$ cat src/rtl/pdsc_pkg.sv
// Purpose: shared constants of the pump drive speed configuration block
// Assumes: 16-bit register port, word-indexed offsets
// Notes: percentages are held in tenths of a percent (1000 = 100 %), except the power limit in whole percent
package pdsc_pkg;
    // ----------------------------------------------------------------
    // register offsets
    // ----------------------------------------------------------------
    localparam logic [7:0] REG_DI_FUNC = 8'h00;
    localparam logic [7:0] REG_AO_SRC = 8'h01;
    localparam logic [7:0] REG_AI_SEL = 8'h02;
    localparam logic [7:0] REG_IF_SEL = 8'h03;
    localparam logic [7:0] REG_GAS_MODE = 8'h04;
    localparam logic [7:0] REG_PWR_LIMIT = 8'h05;
    localparam logic [7:0] REG_RUNUP_TIME = 8'h06;
    localparam logic [7:0] REG_SWPT1 = 8'h07;
    localparam logic [7:0] REG_SWPT2 = 8'h08;
    localparam logic [7:0] REG_SWPT_MODE = 8'h09;
    localparam logic [7:0] REG_SETMODE_VAL = 8'h0A;
    localparam logic [7:0] REG_STANDBY_VAL = 8'h0B;
    localparam logic [7:0] REG_CTRL = 8'h0C;
    localparam logic [7:0] REG_STATUS = 8'h0D;
    localparam logic [7:0] REG_SET_SPEED = 8'h0E;
    localparam logic [7:0] REG_HV_RELEASE = 8'h0F;
    // ----------------------------------------------------------------
    // field positions
    // ----------------------------------------------------------------
    localparam int DI_FUNC_W = 3;
    localparam int DI_FUNC_STRIDE = 4;
    localparam int IF_LOCK_BIT = 8;
    localparam int CTRL_PUMP = 0;
    localparam int CTRL_HEAT = 1;
    localparam int CTRL_SEAL = 2;
    localparam int CTRL_VENT = 3;
    localparam int CTRL_RUNUP = 4;
    localparam int CTRL_SETMODE = 5;
    localparam int CTRL_STANDBY = 6;
    localparam int CTRL_W = 7;
    // ----------------------------------------------------------------
    // selector codes
    // ----------------------------------------------------------------
    localparam logic [2:0] DI_OFF = 3'h0;
    localparam logic [2:0] DI_VENT = 3'h1;
    localparam logic [2:0] DI_HEAT = 3'h2;
    localparam logic [2:0] DI_SEAL = 3'h3;
    localparam logic [2:0] DI_RUNUP = 3'h4;
    localparam logic [2:0] DI_SETMODE = 3'h5;
    localparam logic [2:0] DI_HV = 3'h7;
    localparam logic [3:0] AO_SPEED = 4'h0;
    localparam logic [3:0] AO_POWER = 4'h1;
    localparam logic [3:0] AO_CURRENT = 4'h2;
    localparam logic [3:0] AO_ZERO = 4'h3;
    localparam logic [3:0] AO_FULL = 4'h4;
    localparam logic [3:0] AO_FOLLOW = 4'h5;
    localparam logic [3:0] AO_PRESS1 = 4'h6;
    localparam logic [3:0] AO_PRESS2 = 4'h7;
    localparam logic [3:0] AO_FOREVAC = 4'h8;
    localparam logic [4:0] IF_REMOTE = 5'h01;
    localparam logic [4:0] IF_SERIAL = 5'h02;
    localparam logic [4:0] IF_SERVICE = 5'h04;
    localparam logic [4:0] IF_FIELDBUS = 5'h08;
    localparam logic [4:0] IF_AUX = 5'h10;
    // ----------------------------------------------------------------
    // reset values and scales
    // ----------------------------------------------------------------
    localparam logic [9:0] PM_FULL = 10'h3E8;
    localparam logic [9:0] STANDBY_RST = 10'h29B;
    localparam logic [9:0] SWPT1_RST = 10'h320;
    localparam logic [9:0] SWPT2_RST = 10'h320;
    localparam logic [6:0] PWR_LIMIT_RST = 7'h64;
    localparam logic [15:0] RUNUP_TIME_RST = 16'h01E0;
    localparam logic [4:0] IF_SEL_RST = 5'h01;
    // ----------------------------------------------------------------
    // timing
    // ----------------------------------------------------------------
    localparam int CLK_NS = 5;
    localparam int SEC_NS = 1000000000;
    localparam int ADJ_NS = 1000000;
    localparam int SEC_CYC = SEC_NS / CLK_NS;
    localparam int ADJ_CYC = ADJ_NS / CLK_NS;
endpackage

$ cat src/rtl/pdsc_core.sv
// Purpose: supervision and configuration of a turbopump drive
// Assumes: analog values come as codes from converters on core_clk
// Notes: speeds, powers and set values are in tenths of a percent, except the power limit set value in whole percent
//
// How it works
// - digital input selector routes pin to control bit
// - analog output source chosen by codes 0-8
// - follow option copies analog input one out
// - analog input code 1 gives set speed in setting mode
// - one-hot code picks the controlling interface
// - lock bit freezes the interface selection
// - gas mode picks one of three power limits
// - full power in run-up, then gas limit
// - overload lowers speed until power balances
// - power limit follows percentage set value
// - run-up longer than limit raises error
// - switchpoint crossing drives output and flag
// - mode 0 uses switchpoint one only
// - mode 1 switches point by pumping station
// - setting mode value wins, standby ignored
// - setting mode scales switchpoint by set speed
// - attained flag follows actual versus set speed in setting or standby mode
// - too low set value warns and clamps
// - standby reduces speed, default 66.7 percent
//
// Our own choices: the placing of the registers and the address-and-strobe port.
module pdsc_core #(
    parameter int ADC_W = 10,
    parameter int NUM_DI = 3,
    parameter logic [9:0] MIN_SPEED = 10'h0C8,
    parameter logic [9:0] SPEED_TOL = 10'h005,
    parameter logic [9:0] GAS0_MAX = 10'h3E8,
    parameter logic [9:0] GAS1_MAX = 10'h352,
    parameter logic [9:0] GAS2_MAX = 10'h2BC,
    parameter int SEC_CYCLES = pdsc_pkg::SEC_CYC,
    parameter int ADJ_CYCLES = pdsc_pkg::ADJ_CYC
) (
    input wire logic core_clk, // 200 MHz clock
    input wire logic resetn, // async reset, active low
    input wire logic [7:0] reg_addr, // register index
    input wire logic [15:0] reg_wdata, // write data
    input wire logic reg_we, // write strobe
    input wire logic reg_re, // read strobe
    output logic [15:0] reg_rdata, // read data, cycle after strobe
    input wire logic [NUM_DI-1:0] remote_din, // remote digital pins
    input wire logic [ADC_W-1:0] analog_input_one, // analog input code
    input wire logic [9:0] actual_speed, // measured speed
    input wire logic [9:0] power_in, // measured power
    input wire logic [9:0] current_in, // measured current
    input wire logic [ADC_W-1:0] pressure_one, // gauge 1 code
    input wire logic [ADC_W-1:0] pressure_two, // gauge 2 code
    input wire logic [ADC_W-1:0] forevac_ctrl, // fore-vacuum code
    output logic [ADC_W-1:0] analog_out, // analog output code
    output logic [9:0] speed_cmd, // speed command to drive
    output logic [9:0] power_limit, // power ceiling to drive
    output logic [4:0] active_interface, // one-hot control source
    output logic switchpoint_out, // switchpoint signal output
    output logic set_speed_attained_flag, // set speed reached
    output logic speed_range_warning, // set value clamped
    output logic runup_error, // run-up took too long
    output logic [pdsc_pkg::CTRL_W:0] ctrl_out // effective control bits
);
    localparam int CTRL_OUT_W = pdsc_pkg::CTRL_W + 1;
    localparam logic [ADC_W-1:0] ADC_MAX = {ADC_W{1'b1}};

    initial begin
        if (ADC_W < 8 || ADC_W > 12 || NUM_DI < 1 || NUM_DI > 3)
            $error("pdsc_core: unsupported ADC_W or NUM_DI");
        if (SEC_CYCLES < 2 || ADJ_CYCLES < 2)
            $error("pdsc_core: tick counts too small");
    end

    typedef struct packed {
        logic [NUM_DI-1:0] din_s1;
        logic [NUM_DI-1:0] din_s2;
        logic [11:0] di_func;
        logic [3:0] ao_src;
        logic ai_sel;
        logic [4:0] if_sel;
        logic if_lock;
        logic [1:0] gas_mode;
        logic [6:0] pwr_pct;
        logic [15:0] runup_lim;
        logic [9:0] swpt1;
        logic [9:0] swpt2;
        logic swpt_mode;
        logic [9:0] setmode_val;
        logic [9:0] standby_val;
        logic [pdsc_pkg::CTRL_W-1:0] ctrl;
        logic hv_rel;
        logic [31:0] sec_cnt;
        logic [31:0] adj_cnt;
        logic [15:0] runup_secs;
        logic runup;
        logic [9:0] speed_cmd;
        logic [9:0] power_limit;
        logic [ADC_W-1:0] analog_out;
        logic switchpoint;
        logic attained;
        logic warning;
        logic runup_err;
        logic [CTRL_OUT_W-1:0] ctrl_out;
        logic [15:0] rdata;
    } pdsc_state_t;

    pdsc_state_t s_q, s_d;

    // product of two tenth-percent values, back in tenths
    function automatic logic [9:0] pdsc_pm_mul(input logic [9:0] a,
                                               input logic [9:0] b);
        logic [19:0] p;
        p = 20'(a) * 20'(b) / 20'h003E8;
        return (p > 20'h003E8) ? pdsc_pkg::PM_FULL : p[9:0];
    endfunction

    // tenth-percent value to a full-scale converter code
    function automatic logic [ADC_W-1:0] pdsc_to_code(input logic [9:0] v);
        logic [23:0] p;
        p = 24'(v) * 24'(ADC_MAX) / 24'h0003E8;
        return p[ADC_W-1:0];
    endfunction

    // ----------------------------------------------------------------
    // combinational next state
    // ----------------------------------------------------------------
    logic [NUM_DI-1:0] din;
    logic [pdsc_pkg::CTRL_W-1:0] eff;
    logic hv_eff;
    logic hv_assigned;
    logic [2:0] fn;
    logic [9:0] ai_pm;
    logic [9:0] target;
    logic [9:0] clamped;
    logic [9:0] gas_max;
    logic [9:0] limit;
    logic [9:0] base;
    logic [9:0] thresh;
    logic [9:0] diff;
    logic [23:0] ai_wide;
    logic sec_tick;
    logic adj_tick;
    logic reduced;

    always_comb begin
        s_d = s_q;
        din = s_q.din_s2;
        eff = s_q.ctrl;
        hv_eff = s_q.hv_rel;
        hv_assigned = 1'b0;
        fn = 3'h0;
        // pin synchroniser, first stage read only by second
        s_d.din_s1 = remote_din;
        s_d.din_s2 = s_q.din_s1;
        // assigned pins drive the matching control bit
        for (int i = 0; i < NUM_DI; i++) begin
            fn = s_q.di_func[i*pdsc_pkg::DI_FUNC_STRIDE +: 3];
            case (fn)
                pdsc_pkg::DI_VENT: eff[pdsc_pkg::CTRL_VENT] = din[i];
                pdsc_pkg::DI_HEAT: eff[pdsc_pkg::CTRL_HEAT] = din[i];
                pdsc_pkg::DI_SEAL: eff[pdsc_pkg::CTRL_SEAL] = din[i];
                pdsc_pkg::DI_RUNUP: eff[pdsc_pkg::CTRL_RUNUP] = din[i];
                pdsc_pkg::DI_SETMODE: eff[pdsc_pkg::CTRL_SETMODE] = din[i];
                pdsc_pkg::DI_HV: begin
                    hv_eff = din[i];
                    hv_assigned = 1'b1;
                end
                default: ;
            endcase
        end
        s_d.ctrl_out = {hv_eff, eff};

        // register writes
        if (reg_we) begin
            case (reg_addr)
                pdsc_pkg::REG_DI_FUNC: s_d.di_func = reg_wdata[11:0];
                pdsc_pkg::REG_AO_SRC:
                    if (reg_wdata[3:0] <= pdsc_pkg::AO_FOREVAC)
                        s_d.ao_src = reg_wdata[3:0];
                pdsc_pkg::REG_AI_SEL: s_d.ai_sel = reg_wdata[0];
                pdsc_pkg::REG_IF_SEL: begin
                    // a locked selection only accepts the unlock
                    if (!s_q.if_lock && $onehot(reg_wdata[4:0]))
                        s_d.if_sel = reg_wdata[4:0];
                    s_d.if_lock = reg_wdata[pdsc_pkg::IF_LOCK_BIT];
                end
                pdsc_pkg::REG_GAS_MODE:
                    if (reg_wdata[1:0] != 2'h3)
                        s_d.gas_mode = reg_wdata[1:0];
                pdsc_pkg::REG_PWR_LIMIT:
                    if (reg_wdata[6:0] <= pdsc_pkg::PWR_LIMIT_RST)
                        s_d.pwr_pct = reg_wdata[6:0];
                pdsc_pkg::REG_RUNUP_TIME: s_d.runup_lim = reg_wdata;
                pdsc_pkg::REG_SWPT1: s_d.swpt1 = reg_wdata[9:0];
                pdsc_pkg::REG_SWPT2: s_d.swpt2 = reg_wdata[9:0];
                pdsc_pkg::REG_SWPT_MODE: s_d.swpt_mode = reg_wdata[0];
                pdsc_pkg::REG_SETMODE_VAL: s_d.setmode_val = reg_wdata[9:0];
                pdsc_pkg::REG_STANDBY_VAL: s_d.standby_val = reg_wdata[9:0];
                pdsc_pkg::REG_CTRL:
                    s_d.ctrl = reg_wdata[pdsc_pkg::CTRL_W-1:0];
                pdsc_pkg::REG_HV_RELEASE:
                    if (!hv_assigned || reg_wdata[15:1] == 15'h0000)
                        s_d.hv_rel = reg_wdata[0];
                default: ;
            endcase
        end

        // tick dividers for seconds and for speed adjustment steps
        sec_tick = (s_q.sec_cnt == 32'(SEC_CYCLES - 1));
        adj_tick = (s_q.adj_cnt == 32'(ADJ_CYCLES - 1));
        s_d.sec_cnt = sec_tick ? 32'h00000000 : s_q.sec_cnt + 32'h00000001;
        s_d.adj_cnt = adj_tick ? 32'h00000000 : s_q.adj_cnt + 32'h00000001;

        // set speed selection; settings act from the evaluation after their write
        ai_wide = 24'(analog_input_one) * 24'h0003E8 / 24'(ADC_MAX);
        ai_pm = ai_wide[9:0];
        if (eff[pdsc_pkg::CTRL_SETMODE]) begin
            target = s_q.ai_sel ? ai_pm : s_q.setmode_val;
        end else if (eff[pdsc_pkg::CTRL_STANDBY]) begin
            target = s_q.standby_val;
        end else begin
            target = pdsc_pkg::PM_FULL;
        end
        if (target > pdsc_pkg::PM_FULL)
            target = pdsc_pkg::PM_FULL;
        clamped = (target < MIN_SPEED) ? MIN_SPEED : target;
        s_d.warning = (eff[pdsc_pkg::CTRL_SETMODE] ||
                       eff[pdsc_pkg::CTRL_STANDBY]) && (target < MIN_SPEED);

        // gas mode characteristic and percentage power ceiling
        case (s_q.gas_mode)
            2'h1: gas_max = GAS1_MAX;
            2'h2: gas_max = GAS2_MAX;
            default: gas_max = GAS0_MAX;
        endcase
        base = s_q.runup ? pdsc_pkg::PM_FULL : gas_max;
        limit = pdsc_pm_mul(base, 10'(s_q.pwr_pct) * 10'h00A);
        s_d.power_limit = limit;

        // run-up ends once the set speed is first reached
        if (!eff[pdsc_pkg::CTRL_PUMP]) begin
            s_d.runup = 1'b0;
            s_d.runup_secs = 16'h0000;
            s_d.runup_err = 1'b0;
        end else if (!s_q.runup && s_q.runup_secs == 16'h0000 &&
                     actual_speed < clamped) begin
            s_d.runup = 1'b1;
        end else if (s_q.runup && actual_speed >= clamped) begin
            s_d.runup = 1'b0;
            s_d.runup_secs = 16'h0001;
        end
        if (s_q.runup && sec_tick && s_q.runup_secs != 16'hFFFF)
            s_d.runup_secs = s_q.runup_secs + 16'h0001;
        if (s_q.runup && eff[pdsc_pkg::CTRL_RUNUP] &&
            s_q.runup_secs > s_q.runup_lim)
            s_d.runup_err = 1'b1;

        // speed command trims down under overload, recovers after
        reduced = !s_q.runup && (power_in > limit);
        if (!eff[pdsc_pkg::CTRL_PUMP]) begin
            s_d.speed_cmd = 10'h000;
        end else if (s_q.runup || s_q.speed_cmd > clamped ||
                     s_q.speed_cmd < MIN_SPEED) begin
            s_d.speed_cmd = clamped;
        end else if (adj_tick) begin
            if (reduced && s_q.speed_cmd > MIN_SPEED)
                s_d.speed_cmd = s_q.speed_cmd - 10'h001;
            else if (!reduced && s_q.speed_cmd < clamped)
                s_d.speed_cmd = s_q.speed_cmd + 10'h001;
        end

        // active switchpoint, scaled by set speed in setting mode
        if (s_q.swpt_mode && !eff[pdsc_pkg::CTRL_PUMP])
            thresh = s_q.swpt2;
        else
            thresh = s_q.swpt1;
        if (eff[pdsc_pkg::CTRL_SETMODE])
            thresh = pdsc_pm_mul(thresh, clamped);
        s_d.switchpoint = (actual_speed >= thresh);

        // attained flag in setting or standby mode
        diff = (actual_speed > clamped) ? actual_speed - clamped :
                                          clamped - actual_speed;
        s_d.attained = (eff[pdsc_pkg::CTRL_SETMODE] ||
                        eff[pdsc_pkg::CTRL_STANDBY]) &&
                       (diff <= SPEED_TOL);

        // analog output source
        case (s_q.ao_src)
            pdsc_pkg::AO_SPEED: s_d.analog_out = pdsc_to_code(actual_speed);
            pdsc_pkg::AO_POWER: s_d.analog_out = pdsc_to_code(power_in);
            pdsc_pkg::AO_CURRENT: s_d.analog_out = pdsc_to_code(current_in);
            pdsc_pkg::AO_FULL: s_d.analog_out = ADC_MAX;
            pdsc_pkg::AO_FOLLOW: s_d.analog_out = analog_input_one;
            pdsc_pkg::AO_PRESS1: s_d.analog_out = pressure_one;
            pdsc_pkg::AO_PRESS2: s_d.analog_out = pressure_two;
            pdsc_pkg::AO_FOREVAC: s_d.analog_out = forevac_ctrl;
            default: s_d.analog_out = '0;
        endcase

        // read data, valid the cycle after the strobe only
        s_d.rdata = 16'h0000;
        if (reg_re) begin
            case (reg_addr)
                pdsc_pkg::REG_DI_FUNC: s_d.rdata = {4'h0, s_q.di_func};
                pdsc_pkg::REG_AO_SRC: s_d.rdata = {12'h000, s_q.ao_src};
                pdsc_pkg::REG_AI_SEL: s_d.rdata = {15'h0000, s_q.ai_sel};
                pdsc_pkg::REG_IF_SEL:
                    s_d.rdata = {7'h00, s_q.if_lock, 3'h0, s_q.if_sel};
                pdsc_pkg::REG_GAS_MODE: s_d.rdata = {14'h0000, s_q.gas_mode};
                pdsc_pkg::REG_PWR_LIMIT: s_d.rdata = {9'h000, s_q.pwr_pct};
                pdsc_pkg::REG_RUNUP_TIME: s_d.rdata = s_q.runup_lim;
                pdsc_pkg::REG_SWPT1: s_d.rdata = {6'h00, s_q.swpt1};
                pdsc_pkg::REG_SWPT2: s_d.rdata = {6'h00, s_q.swpt2};
                pdsc_pkg::REG_SWPT_MODE: s_d.rdata = {15'h0000, s_q.swpt_mode};
                pdsc_pkg::REG_SETMODE_VAL:
                    s_d.rdata = {6'h00, s_q.setmode_val};
                pdsc_pkg::REG_STANDBY_VAL:
                    s_d.rdata = {6'h00, s_q.standby_val};
                pdsc_pkg::REG_CTRL: s_d.rdata = {9'h000, s_q.ctrl};
                pdsc_pkg::REG_STATUS:
                    s_d.rdata = {10'h000, reduced, s_q.runup,
                                 s_q.runup_err, s_q.warning,
                                 s_q.attained, s_q.switchpoint};
                pdsc_pkg::REG_SET_SPEED: s_d.rdata = {6'h00, s_q.speed_cmd};
                pdsc_pkg::REG_HV_RELEASE: s_d.rdata = {15'h0000, hv_eff};
                default: s_d.rdata = 16'h0000;
            endcase
        end
    end

    // ----------------------------------------------------------------
    // state register
    // ----------------------------------------------------------------
    always_ff @(posedge core_clk or negedge resetn) begin
        if (!resetn) begin
            s_q <= '0;
            s_q.if_sel <= pdsc_pkg::IF_SEL_RST;
            s_q.pwr_pct <= pdsc_pkg::PWR_LIMIT_RST;
            s_q.runup_lim <= pdsc_pkg::RUNUP_TIME_RST;
            s_q.swpt1 <= pdsc_pkg::SWPT1_RST;
            s_q.swpt2 <= pdsc_pkg::SWPT2_RST;
            s_q.setmode_val <= pdsc_pkg::PM_FULL;
            s_q.standby_val <= pdsc_pkg::STANDBY_RST;
            s_q.power_limit <= pdsc_pkg::PM_FULL;
        end else begin
            s_q <= s_d;
        end
    end

    // outputs straight from the state register
    assign reg_rdata = s_q.rdata;
    assign analog_out = s_q.analog_out;
    assign speed_cmd = s_q.speed_cmd;
    assign power_limit = s_q.power_limit;
    assign active_interface = s_q.if_sel;
    assign switchpoint_out = s_q.switchpoint;
    assign set_speed_attained_flag = s_q.attained;
    assign speed_range_warning = s_q.warning;
    assign runup_error = s_q.runup_err;
    assign ctrl_out = s_q.ctrl_out;
endmodule

$ cat config.mk
export PLATFORM = sky130hd
export DESIGN_NAME = pdsc_core
export DESIGN_NICKNAME = d
export VERILOG_FILES = /design/src/rtl/pdsc_pkg.sv /design/src/rtl/pdsc_core.sv
export SDC_FILE = /design/constraint.sdc
export NUM_CORES = 2
export LEC_CHECK = 0
export ABC_CLOCK_PERIOD_IN_PS = 48600
export BUFFER_PORTS_ARGS = -buffer_cell sky130_fd_sc_hd__buf_2
export CORE_ASPECT_RATIO = 1.2
export CORE_UTILIZATION = 40
export CTS_CLUSTER_SIZE = 12
export DETAILED_ROUTE_END_ITERATION = 16
export MAX_ROUTING_LAYER = met4
export SETUP_SLACK_MARGIN = 0.4
export SLEW_MARGIN = 25
export SYNTH_ARGS = -nofsm -noshare
export SYNTH_HDL_FRONTEND = slang
export SYNTH_SLANG_ARGS = --single-unit
$ cat constraint.sdc
create_clock -name core_clk -period 48.6 [get_ports core_clk]
set_clock_uncertainty 0.15 [all_clocks]
set_input_delay 2.43 -clock core_clk [delete_from_list [all_inputs] [get_ports core_clk]]
set_output_delay 2.43 -clock core_clk [all_outputs]
set_load 0.01 [all_outputs]
==> summary.txt <==
Outcome
  – Status: finished, final reports clean

Worst setup path
  – Crit Path Max Fanout: 12
  – FF-to-FF setup slack: 28.78 ns
  – Critical path startpoint category: input pin
  – Crit-path slowest cell: a21oi_1
  – Family with the most delay on the worst path: compound AO/OA/AOI/OAI gates
  – CP peak stage delay: 0.77 ns
  – Crit path top cell by count: fa_1
  – Type of element capturing the critical path: register
  – Buffers plus inverters on the worst setup path: 6
  – Data required time of the critical path: 48.92 ns
  – Worst Path Arrival: 28.38 ns
  – Crit Path Class: input pin to register

Routing
  – DR top layer: met4
  – Wire per inst: 20.07 um
  – Routed length on met3: 6332 um
  – Vias: between 30000 and 40000
  – Drt first pass iters: 6
  – # DRC: 0
  – Routed vias/inst: 5.934
  – Antenna viol nets, final: 0
  – 1st-iter DRT viols: about 2500
  – Met2 Routed Length: between 50000 and 60000 um
  – Final wirelength: approximately 120000 um
  – WL met1: 53880 um

Timing
  – Rel. slew slack: 30.33%
  – FMAX: about 36 MHz
  – Tcrit/Tclk final: approximately 58%
  – Max Transition Viols Final: 0
  – Final Setup Violations: 0
  – Setup TNS: 0 ns
  – RSZ-0062 raised after global routing: no
  – Actual slew at the worst max-slew pin: 1.016 ns
  – Count of final hold-check violations: 0
  – Min Tclk post-route: 28.06 ns

Clocking
  – H-tree Lvls: 1
  – Clk slew on worst S/H paths: approximately 0.060 ns
  – Longest Clk Path Bufs: 3
  – Post-CTS setup buffer count: 0
  – TritonCTS clock tree: built
  – CTS root buf: clkbuf_16
  – Post-CTS resize count: 0
  – Clock latency on the worst-skew pair: 0.58 ns
  – Clock sinks: 242
  – Hold-fix buffers, CTS: 0
  – Cts bufs inserted: 27

GRT
  – Vias in the first global route: 35595
  – GR Util All Layers: 24.44%
  – First-pass GRT wire length: 197100 um
  – Antenna violations before repair: 15
  – Grt ovf: 0
  – Largest net degree at the start of global routing: 137

Logic synthesis
  – Synth top area share: 14.20%
  – Area leader, netlist: fa_1
  – Synth Instances: 4765
  – FFs w/ async S/R, synth: 100.0%
  – Syn_area_per_cell: 8.460 um^2
  – Commonest cells post-synth: inv_1, ha_1, nor2_1, nand2_1, fa_1
  – Most instantiated library cell after synthesis: inv_1
  – Post-synthesis register bit count: 242
  – Post-synth EDFFs: 0
  – Syn Std Cell Area: between 40000 and 50000 um^2
  – Synthesis Warnings: 0
  – Main flop type after synthesis: dfrtp_1
  – Seq/Total Area, Yosys: 15.12%
  – Syn Nets: 5534
  – Netlist cell types: 148
  – Leading post-synthesis cells by cell area: fa_1, dfrtp_1, ha_1, inv_1, nor2_1

Die
  – Overall die area: around 100000 um^2
  – Boundary Pins: between 150 and 200
  – Chip height: roughly 350 um
  – Row count: 127
  – Core box area: 99950 um^2
  – Chip width: 291.8 um
  – Initial core utilization: 40.33%

Run
  – Max Cap Viol: 0

Place
  – Placer congestion estimate: 0.9453
  – I/O Buffers: 163
  – Area after DPL: 41960 um^2
  – DP HPWL: 99730 um

Finish
  – Fin area: 42870 um^2
  – Nets: roughly 5600
  – Syn-to-layout area delta: 6.350%
  – Share of layout cells above drive strength 1: a little under an eighth
  – Fillers: roughly 10000

Hold path
  – Hold Path Class: register to register
[metal layers]
layer,track usage (%),vias up
li1,-,17374
met1,31.26,17739
met2,41.18,990
met3,2.477,184
met4,6.230,0
met5,-,-
[worst register-to-register path: cells and delay by family (launching register included)]
kind                       cells  cell delay [ns]
DFF                            1             0.58
adders and majority gates      9             3.58
and+or+nand+nor               11             2.28
AOI/OAI and AO/OA             33             9.28
xor gates and xnor gates       6             1.69
buffers and inverters          2             0.37
muxes                          4             1.77
[kinds of logic (layout without fill, tap and decap cells)]
group                      Yosys count  in the layout  share of synthesized area [%]
and+or+nand+nor                   1472           1472                          18.36
DFF                                242            242                          15.12
buffers and inverters              672            721                          6.987
xor gates and xnor gates           229            229                          5.050
AOI/OAI and AO/OA                 1296           1296                          23.44
other                                0             11                              0
adders and majority gates          675            675                          26.24
muxes                              179            179                          4.811
[layout by cell type, fill, tap and decap left out, types with 66 or more instances in the layout]
cell,count
inv_1,474
xor2_1,82
nor3_1,101
dfrtp_1,209
a21o_1,66
xnor2_1,143
nor2_1,371
fa_1,286
nand2_1,350
nand3_1,147
a21oi_1,238
mux2_2,100
mux2i_1,75
o21ai_0,218
buf_2,162
ha_1,382
[state kept, by name (all words and copies together) (netlist names), 3 cells and up]
register,count
power_limit,10
analog_out,10
s_d,3
speed_cmd,10
din,3
ctrl_out,8
reg_rdata,16
s_q,168
active_interface,5
fn,3
[stage by stage]
| step | cells | setup WS, ns | utilization [%] | hold WS, ns |
|---|---|---|---|---|
| floorplan | 4765 | 23.54 | - | 0.1812 |
| global placement | 6054 | 20.70 | 41.98 | 0.1861 |
| detailed placement | 6054 | 20.29 | 41.99 | 0.1872 |
| CTS | 6104 | 20.78 | 42.86 | 0.2007 |
| global route | 6113 | 18.59 | 42.89 | 0.2101 |
| finish | 6115 | 20.55 | 42.89 | 0.2003 |
[worst paths after layout]
check | depth (start not counted) | endpoint | startpoint
setup / recovery | 89 | switchpoint_out | analog_input_one[0]
hold / removal | 0 | din[1] | s_d[237]
setup reg to reg | 65 | speed_cmd[9] | s_q[206]
hold reg to reg | 0 | din[1] | s_d[237]
max in group asynchronous | 2 | s_q[221] | resetn
min in group asynchronous | 1 | s_q[136] | resetn
[cell type report]
cell class	count	area (um^2)	area share (%)
Antenna cell	11	27.53	0.06421
Clock buffer	39	750.7	1.751
Clock inverter	11	123.9	0.2889
Inverter	482	1809	4.220
Multi-Input combinational cell	3851	31420	73.28
Sequential cell	242	6097	14.22
Tap cell	1290	1614	3.765
Timing Repair Buffer	189	1033	2.411
Power is not shown: default switching activity piles up to over one toggle a cycle in this logic, so the estimate is an artifact.
